## src/design/ltc_defs.svh

```systemverilog
// Constants for the timebase and capture timer: register offsets, field positions, timing counts.
`ifndef LTC_DEFS_SVH
`define LTC_DEFS_SVH

`define LTC_ADDR_W 3
`define LTC_OFS_B1CS 3'h0
`define LTC_OFS_CAP 3'h1
`define LTC_OFS_CAP_ALIAS 3'h2
`define LTC_OFS_B2CNT 3'h3
`define LTC_OFS_B2RLD 3'h4
`define LTC_OFS_B2CS 3'h5
`define LTC_OFS_IRQ_ST 3'h6
`define LTC_OFS_IRQ_MASK 3'h7

`define LTC_B1CS_IE 0
`define LTC_B1CS_DBL 1
`define LTC_B1CS_CIE 2
`define LTC_B1CS_CF 3
`define LTC_B1CS_F 4
`define LTC_B2CS_IE 0
`define LTC_B2CS_F 1

`define LTC_ST_B1 0
`define LTC_ST_CAP 1
`define LTC_ST_B2 2
`define LTC_ST_W 3

`define LTC_PRESCALE 32
`define LTC_C1_TOP 8'hF9
`define LTC_C2_TOP 8'hFF
`define LTC_ZERO8 8'h00
`define LTC_RLD_RESET 8'h00

`endif

```

## src/design/ltc_pkg.sv

```systemverilog
// Types shared by the timebase and capture timer files.
`include "ltc_defs.svh"
package ltc_pkg;
    typedef struct packed {
        logic [`LTC_ADDR_W-1:0] addr;
        logic [7:0] wdata;
        logic wr;
        logic rd;
    } ltc_bus_req_t;

    typedef enum logic [1:0] {
        LTC_CAP_ARMED = 2'b01,
        LTC_CAP_HELD = 2'b10
    } ltc_cap_state_t;
endpackage : ltc_pkg

```

## src/design/ltc_sync.sv

```systemverilog
// Two flip-flop synchroniser for the capture input pin.
`timescale 1ns/1ps
`default_nettype none
module ltc_sync (
    input wire logic i_sys_clk,
    input wire logic i_rst_n,
    input wire logic i_async,
    output logic o_sync
);
    logic meta;

    always_ff @(posedge i_sys_clk) begin
        if (!i_rst_n) begin
            meta <= 1'b0;
            o_sync <= 1'b0;
        end else begin
            meta <= i_async;
            o_sync <= meta;
        end
    end
endmodule : ltc_sync
`default_nettype wire

```

## src/design/ltc_prescaler.sv

```systemverilog
// Divider that emits a one-cycle tick every DIV clocks.
`timescale 1ns/1ps
`default_nettype none
`include "ltc_defs.svh"
module ltc_prescaler #(
    parameter int DIV = `LTC_PRESCALE
) (
    input wire logic i_sys_clk,
    input wire logic i_rst_n,
    output logic o_tick
);
    localparam int W = $clog2(DIV);
    localparam logic [W-1:0] LAST = W'(DIV - 1);
    logic [W-1:0] cnt;
    wire at_last = (cnt == LAST);
    wire [W-1:0] next_cnt = at_last ? '0 : cnt + 1'b1;

    always_ff @(posedge i_sys_clk) begin
        if (!i_rst_n) begin
            cnt <= '0;
            o_tick <= 1'b0;
        end else begin
            cnt <= next_cnt;
            o_tick <= at_last;
        end
    end
endmodule : ltc_prescaler
`default_nettype wire

```

## src/design/ltc_timer.sv

```systemverilog
// Timebase and capture timer: two 8-bit timebase counters, input capture, registers, interrupt.
// Behaviour
// RQ1 - Counter 1 starts at zero, steps every 32 clocks.
// RQ2 - Counter 1 wraps F9h to 00h with overflow.
// RQ3 - Doubling bit makes overflow interval twice as long.
// RQ4 - Counter 1 overflow sets flag; interrupt when enabled.
// RQ5 - Reading base-1 control/status clears its flag.
// RQ6 - Capture pin edge copies counter 1 value.
// RQ7 - Capture sets capture flag; interrupt when enabled.
// RQ8 - Reading capture register clears capture flag.
// RQ9 - Captures ignored while flag set; value held.
// RQ10 - Counter 2 readable, starts at reload, steps.
// RQ11 - Counter 2 at FFh reloads and signals overflow.
// RQ12 - New reload value applies only at next overflow.
// RQ13 - Counter 2 overflow sets flag; interrupt when enabled.
// RQ14 - Reading base-2 control/status clears its flag.
// RQ15 - Setting a flag beats a simultaneous clearing read.
// RQ16 - Capture pin synchronised; interrupts level while enabled.
`timescale 1ns/1ps
`default_nettype none
`include "ltc_defs.svh"
module ltc_timer #(
    parameter int PRESCALE = `LTC_PRESCALE
) (
    input wire logic i_sys_clk,
    input wire logic i_rst_n,
    input wire ltc_pkg::ltc_bus_req_t i_bus,
    output logic [7:0] o_rdata,
    input wire logic i_capture_input_pin,
    output logic o_base1_irq,
    output logic o_capture_irq,
    output logic o_base2_irq,
    output logic o_irq
);
    import ltc_pkg::*;

    logic tick;
    logic cap_pin_sync;
    logic cap_pin_prev;
    logic [7:0] count1;
    logic dbl_phase;
    logic [7:0] count2;
    logic [7:0] base2_reload_value;
    logic [7:0] capture_value;
    logic base1_overflow_flag;
    logic base1_irq_enable;
    logic timebase_double_sel;
    logic capture_flag;
    logic capture_irq_enable;
    logic base2_overflow_flag;
    logic base2_irq_enable;
    logic [`LTC_ST_W-1:0] irq_status;
    logic [`LTC_ST_W-1:0] irq_mask;
    ltc_cap_state_t cap_state;
    ltc_cap_state_t next_cap_state;

    ltc_prescaler #(
        .DIV(PRESCALE)
    ) u_prescaler (
        .i_sys_clk(i_sys_clk),
        .i_rst_n(i_rst_n),
        .o_tick(tick)
    );

    ltc_sync u_cap_sync (
        .i_sys_clk(i_sys_clk),
        .i_rst_n(i_rst_n),
        .i_async(i_capture_input_pin),
        .o_sync(cap_pin_sync)
    );

    // Register decode.
    wire wr_b1cs = i_bus.wr && (i_bus.addr == `LTC_OFS_B1CS);
    wire wr_b2rld = i_bus.wr && (i_bus.addr == `LTC_OFS_B2RLD);
    wire wr_b2cs = i_bus.wr && (i_bus.addr == `LTC_OFS_B2CS);
    wire wr_mask = i_bus.wr && (i_bus.addr == `LTC_OFS_IRQ_MASK);
    wire rd_b1cs = i_bus.rd && (i_bus.addr == `LTC_OFS_B1CS);
    wire rd_cap = i_bus.rd && ((i_bus.addr == `LTC_OFS_CAP) ||
                               (i_bus.addr == `LTC_OFS_CAP_ALIAS));
    wire rd_b2cs = i_bus.rd && (i_bus.addr == `LTC_OFS_B2CS);
    wire rd_st = i_bus.rd && (i_bus.addr == `LTC_OFS_IRQ_ST);

    // Counter 1: with doubling, only every second wrap counts as an overflow.
    wire c1_wrap = tick && (count1 == `LTC_C1_TOP); // [RQ2]
    wire [7:0] next_count1 = c1_wrap ? `LTC_ZERO8 : (tick ? count1 + 8'h01 : count1); // [RQ1]
    wire c1_ovf = c1_wrap && (!timebase_double_sel || dbl_phase); // [RQ3]
    wire next_dbl_phase = c1_wrap ? (timebase_double_sel && !dbl_phase) : dbl_phase;

    // Counter 2 reloads from the reload register only on overflow.
    wire c2_ovf = tick && (count2 == `LTC_C2_TOP); // [RQ11]
    wire [7:0] next_count2 = c2_ovf ? base2_reload_value :
                             (tick ? count2 + 8'h01 : count2); // [RQ12]

    // Capture: edge on the synchronised pin, taken only while armed.
    wire cap_edge = cap_pin_sync ^ cap_pin_prev; // [RQ16]
    wire cap_take = cap_edge && (cap_state == LTC_CAP_ARMED); // [RQ9]

    always_comb begin
        next_cap_state = cap_state;
        case (cap_state)
            LTC_CAP_ARMED: begin
                if (cap_take) begin
                    next_cap_state = LTC_CAP_HELD;
                end
            end
            LTC_CAP_HELD: begin
                if (rd_cap) begin
                    next_cap_state = LTC_CAP_ARMED; // [RQ8]
                end
            end
            default: begin
                next_cap_state = LTC_CAP_ARMED;
            end
        endcase
    end

    // Flags: a set in the same cycle as a clearing read wins.
    wire next_b1f = c1_ovf || (base1_overflow_flag && !rd_b1cs); // [RQ4] [RQ5] [RQ15]
    wire next_cf = cap_take || (capture_flag && !rd_cap); // [RQ7] [RQ8] [RQ15]
    wire next_b2f = c2_ovf || (base2_overflow_flag && !rd_b2cs); // [RQ13] [RQ14] [RQ15]
    wire [`LTC_ST_W-1:0] ev = {c2_ovf, cap_take, c1_ovf};
    wire [`LTC_ST_W-1:0] next_irq_status = ev | (rd_st ? '0 : irq_status);

    wire [7:0] b1cs_view = {3'b000, base1_overflow_flag, capture_flag, capture_irq_enable,
                            timebase_double_sel, base1_irq_enable};
    wire [7:0] b2cs_view = {6'b00_0000, base2_overflow_flag, base2_irq_enable};
    wire [7:0] rd_mux =
        (i_bus.addr == `LTC_OFS_B1CS) ? b1cs_view :
        (i_bus.addr == `LTC_OFS_CAP) ? capture_value :
        (i_bus.addr == `LTC_OFS_CAP_ALIAS) ? capture_value :
        (i_bus.addr == `LTC_OFS_B2CNT) ? count2 : // [RQ10]
        (i_bus.addr == `LTC_OFS_B2RLD) ? base2_reload_value :
        (i_bus.addr == `LTC_OFS_B2CS) ? b2cs_view :
        (i_bus.addr == `LTC_OFS_IRQ_ST) ? {5'b0_0000, irq_status} :
        {5'b0_0000, irq_mask};

    always_ff @(posedge i_sys_clk) begin
        if (!i_rst_n) begin
            count1 <= `LTC_ZERO8; // [RQ1]
            dbl_phase <= 1'b0;
            count2 <= `LTC_RLD_RESET; // [RQ10]
            cap_pin_prev <= 1'b0;
            cap_state <= LTC_CAP_ARMED;
        end else begin
            count1 <= next_count1;
            dbl_phase <= next_dbl_phase;
            count2 <= next_count2;
            cap_pin_prev <= cap_pin_sync;
            cap_state <= next_cap_state;
        end
    end

    always_ff @(posedge i_sys_clk) begin
        if (!i_rst_n) begin
            capture_value <= `LTC_ZERO8;
        end else if (cap_take) begin
            capture_value <= count1; // [RQ6]
        end
    end

    always_ff @(posedge i_sys_clk) begin
        if (!i_rst_n) begin
            base1_overflow_flag <= 1'b0;
            capture_flag <= 1'b0;
            base2_overflow_flag <= 1'b0;
            irq_status <= '0;
        end else begin
            base1_overflow_flag <= next_b1f;
            capture_flag <= next_cf;
            base2_overflow_flag <= next_b2f;
            irq_status <= next_irq_status;
        end
    end

    always_ff @(posedge i_sys_clk) begin
        if (!i_rst_n) begin
            base1_irq_enable <= 1'b0;
            timebase_double_sel <= 1'b0;
            capture_irq_enable <= 1'b0;
            base2_irq_enable <= 1'b0;
            base2_reload_value <= `LTC_RLD_RESET;
            irq_mask <= '0;
        end else begin
            if (wr_b1cs) begin
                base1_irq_enable <= i_bus.wdata[`LTC_B1CS_IE];
                timebase_double_sel <= i_bus.wdata[`LTC_B1CS_DBL];
                capture_irq_enable <= i_bus.wdata[`LTC_B1CS_CIE];
            end
            if (wr_b2cs) begin
                base2_irq_enable <= i_bus.wdata[`LTC_B2CS_IE];
            end
            if (wr_b2rld) begin
                base2_reload_value <= i_bus.wdata; // [RQ12]
            end
            if (wr_mask) begin
                irq_mask <= i_bus.wdata[`LTC_ST_W-1:0];
            end
        end
    end

    always_ff @(posedge i_sys_clk) begin
        if (!i_rst_n) begin
            o_rdata <= `LTC_ZERO8;
        end else begin
            o_rdata <= i_bus.rd ? rd_mux : `LTC_ZERO8;
        end
    end

    assign o_base1_irq = base1_overflow_flag && base1_irq_enable; // [RQ4] [RQ16]
    assign o_capture_irq = capture_flag && capture_irq_enable; // [RQ7] [RQ16]
    assign o_base2_irq = base2_overflow_flag && base2_irq_enable; // [RQ13] [RQ16]
    assign o_irq = |(irq_status & irq_mask);
endmodule : ltc_timer
`default_nettype wire

```

## config.mk

```make
export PLATFORM = sky130hd
export DESIGN_NAME = ltc_timer
export DESIGN_NICKNAME = d
export VERILOG_FILES = /design/src/design/ltc_pkg.sv /design/src/design/ltc_sync.sv /design/src/design/ltc_prescaler.sv /design/src/design/ltc_timer.sv
export VERILOG_INCLUDE_DIRS = /design/src /design/src/design
export SDC_FILE = /design/constraint.sdc
export NUM_CORES = 1
export LEC_CHECK = 0
export BUFFER_PORTS_ARGS = -buffer_cell sky130_fd_sc_hd__buf_2
export CAP_MARGIN = 40
export CORE_MARGIN = 8
export CORE_UTILIZATION = 52
export DETAILED_ROUTE_END_ITERATION = 12
export GPL_TIMING_DRIVEN = 0
export PLACE_DENSITY = 0.73
export SLEW_MARGIN = 20
export SYNTH_ARGS = -nofsm -noshare
export SYNTH_HDL_FRONTEND = slang
export SYNTH_SLANG_ARGS = --single-unit
```

## constraint.sdc

```tcl
create_clock -name i_sys_clk -period 1.6 [get_ports i_sys_clk]
set_input_delay 0.32 -clock i_sys_clk [delete_from_list [all_inputs] [get_ports i_sys_clk]]
set_output_delay 0.32 -clock i_sys_clk [all_outputs]
set_load 0.01 [all_outputs]
```

Word level (Yosys, flattened, before mapping)
Index checks and enable logic that the tools add are counted.
Storage, ports and cells
  logic and storage cells: 94
  output and inout bits: 12
  input bits: 16
  register bits after elaboration: 65
Operators by class
  eq/ne operators: 14
  mux-type cells: 13
  add/sub/neg operators: 3
  bitwise logic cells: 5
  reduce and logical (&&, ||, !) cells: 37
Operators by type and width (number)
  8-bit 2-to-1 mux: 6
  1-bit logical AND: 19
  8-bit by 1-bit adder with 8-bit output (second input constant): 2
  8-bit == test (second input constant): 2
  3-bit == test (second input constant): 4
  3-bit 2-to-1 mux: 3
  3-bit by 2-bit == test with 1-bit output (second input constant): 2
  3-bit OR reduction: 2
  5-bit by 1-bit adder with 5-bit output (second input constant): 1
  5-bit == test (second input constant): 1
  1-bit logical NOT: 5
  1-bit logical OR: 5
  5-bit 2-to-1 mux: 1
  2-bit 2-to-1 mux: 2
  2-bit inequality test (second input constant): 2
  2-bit case mux with 2 select lines: 1
  2-bit AND reduction: 2
  2-bit OR reduction: 2
  3-bit AND: 1
  3-bit by 1-bit == test with 1-bit output (second input constant): 1
  3-bit logical NOT: 1
  3-bit bitwise OR: 1
  2-bit by 1-bit == test with 1-bit output (second input constant): 1
  2-bit == test (second input constant): 1
  3 further kinds: 4

Logic depth before layout (Yosys ltp)
  word-level depth: 8
  gate-level depth with buffers: 6
  gate-level depth less buffers: 6

By module
Synthesis repeated with hierarchy kept, for this count alone.
Unflattened totals
  cells, all modules: 319
  area total of the unflattened synthesis: 2887.8 um2
By module, submodules not included
  ltc_timer: sequential area each 1141.1 um2, area each 2606.2 um2, cells each 293, times used 1
  ltc_prescaler: sequential area each 120.1 um2, area each 229.0 um2, cells each 22, times used 1
  ltc_sync: sequential area each 40.0 um2, area each 52.6 um2, cells each 4, times used 1

Least setup slack after synthesis
Ideal clock, no wire load.
  kind: register -> register
  from: reg count2[0]
  to: reg count2[7]
  cell stages (with the launch flop): 6
  path slack: 0.034 ns
  setup time: 0.122 ns
  path buffers: 1
  arrival time: 1.444 ns
  required time: 1.478 ns
  clock period less this slack: 1.566 ns
  path through: dfxtp_1 ha_1 and4_1 buf_4 mux2_4 o311a_1
Between the ends
  word-level cells in the longest chain between the ends: 3
  elaborated cells on any way between the ends: 6
  those cells by class: add/sub (1); eq/ne (1); mux (2); reduce/logical (2)
Ends and longest elaborated chain
  start: declaration: line ltc_timer.sv:42  | logic [7:0] count2;
  start signal: assignment: line ltc_timer.sv:141  | count2 <= `LTC_RLD_RESET;
  start signal: assignment: line ltc_timer.sv:147  | count2 <= next_count2;
  8-bit by 1-bit adder with 8-bit output or 8-bit == test (tied branches)
  8-bit 2-to-1 mux or 1-bit logical AND (tied branches): line ltc_timer.sv:92, ltc_timer.sv:90
  8-bit 2-to-1 mux or 2-bit nonzero test (tied branches)
Several ways; a longest one is shown, not always the timed one. The select of a mux whose other input is x is not followed.
A chain may end at the register's enable or synchronous reset.

Worst setup path in the final report
  from: reg count2[1]
  to: reg count2[7]
The elaborated chain is that of the path after synthesis.

==> metrics.md <==
| Metric | Value |
|---|---|
| Clk slew on worst S/H paths | 70 ps |
| PwrDens | 985 nW/um2 |
| Initial Utilization | 52.9% |
| Share of flip-flops with an asynchronous set or reset | 0% |
| Mapped Cells | 304 |
| Worst path cell trace | ha_2 -> and4_4 -> mux2_4 -> o311a_1 |
| Worst slew margin | 64.6% |
| Status | finished clean |
| Clock latency at the later pin of the worst-skew pair | 340 ps |
| Max stage delay cell, worst path | dfxtp_4 |
| Max-Cap Viols | 0 |
| Mux cell area share after synthesis | 7.30% |
| Initial DRC count | 224 |
| GPL Wtd Cong | 0.911 |
| Count leader, synth | dfxtp_1 |
| Tcrit/Tclk final | 98.1% |
| DR vias/cell | 5.60 |
| Synthesized Nets | 325 |
| Pleak | 1.31 nW |
| Max incr delay on CP | 370 ps |
| Largest area contributor in the netlist | dfxtp_1 |
| Post-synth top flop | dfxtp_1 |
| Synth top area share | 45.2% |
| Post-synthesis compound-gate area fraction | 15.2% |
| Routed Antenna Nets | 0 |
| Peak VDD IR | 587 uV |
| Flops & latches, synth | 65 |
| TritonCTS buffer count | 9 |
| Global-route wire length before repair | 11200 um |
| Total congestion overflow | 0 |
| Port bufs | 26 |
| Hold buffer count at cts | 0 |
| Max Clk Rate | 0.637 GHz |
| Mapped Avg Cell Area | 9.47 um2 |
| Layout cells sized above 1 | 19.7% |
| HPWL after DPL | 4940 um |
| WP buf/inv | 0 |
| Nets | 366 |
| Routed wire length per instance | 15.8 um |
| Sw Pwr | 0.728 mW |
| Largest net degree at the start of global routing | 11 |
| Via count | 2363 |
| Worst EP required | 1830 ps |
| Total die area | 8170 um2 |
| Final Critical Period | 1570 ps |
| Clock tree from TritonCTS | built |
| Die height | 90.4 um |
| Tightest Pin Transition | 530 ps |
| Clock power share | 43.5% |
| DRC | 0 |
| Final Max Slew Viols | 0 |
| Total power | 3.30 mW |
| RSZ-0062 raised after global routing | yes |
| Hold path start | i_capture_input_pin |
| Final setup viols | 0 |
| FF-to-FF Start | count2[1]$_SDFFE_PN0P_ |
| Pre-Repair DR Iteration Count | 4 |
| GR Util All Layers | 17.0% |
| HP Class | in -> reg |
| Simple logic cell fraction of the synthesized area | 23.2% |
| Flop pwr share | 50.2% |
| Clk buf depth | 2 |
| Beginning of the critical path | count2[1]$_SDFFE_PN0P_ |
| Initial antenna violation count | 0 |
| Seq/Total Area, Yosys | 45.2% |
| Synth top area cells | dfxtp_1 45%, mux2i_1 5.2%, nor2b_1 4.3%, nand2_1 3.8%, a21boi_1 2.9% |
| Post-Syn Area | 2880 um2 |
| Crit-path leading delay family | flip-flops |
| Site row count | 27 |
| Internal power | 2.57 mW |
| Placed insts | 402 |
| Final Hold Vio Count | 0 |
| Worst EP arrival | 1800 ps |
| Vias in the first global route | 2263 |
| Post-synthesis adder-cell area fraction | 2.17% |
| Worst Skew | 7.41 ps |
| XOR/XNOR Fraction of Synth Area | 3.09% |
| Core Region | 5440 um2 |
| IO Pins | 28 |
| Sw Ratio | 22.1% |
| Post-synth EDFFs | 0 |
| Crit. End Element | flop |
| Synth cell types | 50 |
| Area delta synth->final | 16.6% |
| Top post-synthesis cells by count | 65 x dfxtp_1, 29 x nand2_1, 20 x nor2_1, 20 x nor2b_1, 15 x mux2i_1 |
| H-tree depth | 3 |
| Main combinational cell family by area after synthesis | simple AND/OR/NAND/NOR gates |
| Root buf cell | clkbuf_8 |
| Power share of the combinational group | 6.3% |
| WL final | 6670 um |
| # clock sinks | 65 |
| Max FO, Critical Path | 7 |
| Fin cells | 422 |
| WS Path Type | reg -> reg |
| Syn. warnings | 0 |
| Die W | 90.4 um |
| Worst setup SP type | flop |
| Ant. Diodes | 0 |
## area by class of cell
cell class | count | area (um2)
Timing Repair Buffer | 31 | 168
Clock inverter | 2 | 35.0
Multi-Input combinational cell | 216 | 1480
Tap cell | 72 | 90.1
Clock buffer | 14 | 173
Fill cell | 499 | 2080
Sequential cell | 65 | 1310
Buffer | 14 | 72.6
Inverter | 8 | 30.0
## through the flow
stage                     area [um2]  hold slack (ps)  worst slack, ps  setup TNS, ps  util, %
after global placement          3100              422            -47.7          -80.6     57.0
final                           3350              204             31.1              0     61.7
after global routing            3350              186            -12.7          -17.6     61.7
after floorplan                 2880              412             33.9              0        -
after detailed placement        3100              422            -71.8           -126     57.0
after CTS                       3320              193             26.4              0     61.1
## timing repair
item                       4_1_cts  5_1_grt
setup endpoints to repair        4        8
gates resized for setup          5        5
setup buffers                    2        3
pin swaps                        0        1
## cells by family after synthesis
kind of cell             count (synthesis)
flip-flops                              65
XOR/XNOR                                 8
multiplexers                            18
AO/OA/AOI/OAI                           65
AND/OR/NAND/NOR                        120
adder cells (fa/ha/maj)                  5
buffers and inverters                   23
## power by group through the flow
| stage | clock network (mW) | logic, mW | registers [mW] |
|---|---|---|---|
| final | 1.44 | 0.208 | 1.66 |
| after detailed placement | 0 | 0.205 | 1.70 |
| after CTS | 1.46 | 0.206 | 1.66 |
| after floorplan | 0 | 0.142 | 1.69 |
| after global routing | 1.54 | 0.230 | 1.66 |
| after global placement | 0 | 0.202 | 1.70 |
## path summary, 6_finish.rpt
check	endpoint	slack, ps	depth (start not counted)
worst max-delay path	count2[7]$_SDFFE_PN0P_	30	4
worst min register to register	u_cap_sync.o_sync$_SDFF_PN0_	430	1
worst min-delay path	u_cap_sync.meta$_SDFF_PN0_	200	2
worst max register to register	count2[7]$_SDFFE_PN0P_	30	4
## routing by layer
metal  vias up  part of all wire, %  track usage (%)  routed length, um
li1       1173                    -                -                  -
met1      1104                   47             21.3               3160
met2        71                   45             26.1               3000
met3        15                  5.3             4.99                354
met4         0                  2.3             8.18                153
met5         -                    0                0                  0
## placed cells by master (no fill, tap or decap), types with 2 or more instances in the layout
cell type / netlist / layout
dfxtp_1: 65 / 61
buf_2: 4 / 30
nand2_1: 29 / 29
nor2_1: 20 / 20
nor2b_1: 20 / 20
mux2i_1: 15 / 15
a21oi_1: 12 / 12
clkbuf_8: 0 / 12
and2_1: 11 / 11
o21ai_0: 11 / 11
a21boi_1: 11 / 11
nand4_1: 10 / 10
clkbuf_1: 6 / 8
and3_1: 7 / 7
inv_1: 7 / 7
nand3_1: 7 / 7
buf_4: 3 / 7
o21ai_1: 7 / 6
a222oi_1: 5 / 5
a31oi_1: 5 / 5
xor2_1: 4 / 4
ha_1: 5 / 4
xnor2_1: 3 / 3
o221a_1: 3 / 3
and4_4: 1 / 2
and3b_1: 2 / 2
o221ai_1: 2 / 2
nand2b_1: 2 / 2
o21a_1: 2 / 2
mux4_2: 2 / 2
or3_1: 2 / 2
dfxtp_4: 0 / 2
dfxtp_2: 0 / 2
## flip-flops by register name, indices dropped and copies added (netlist names), 2 cells and up
register	flops
base2_reload_value	8
cap_state	2
capture_value	8
count1	8
count2	8
irq_mask	3
irq_status	3
o_rdata	8
u_prescaler.cnt	5
Note: power is estimated with default switching activity, not from simulation.
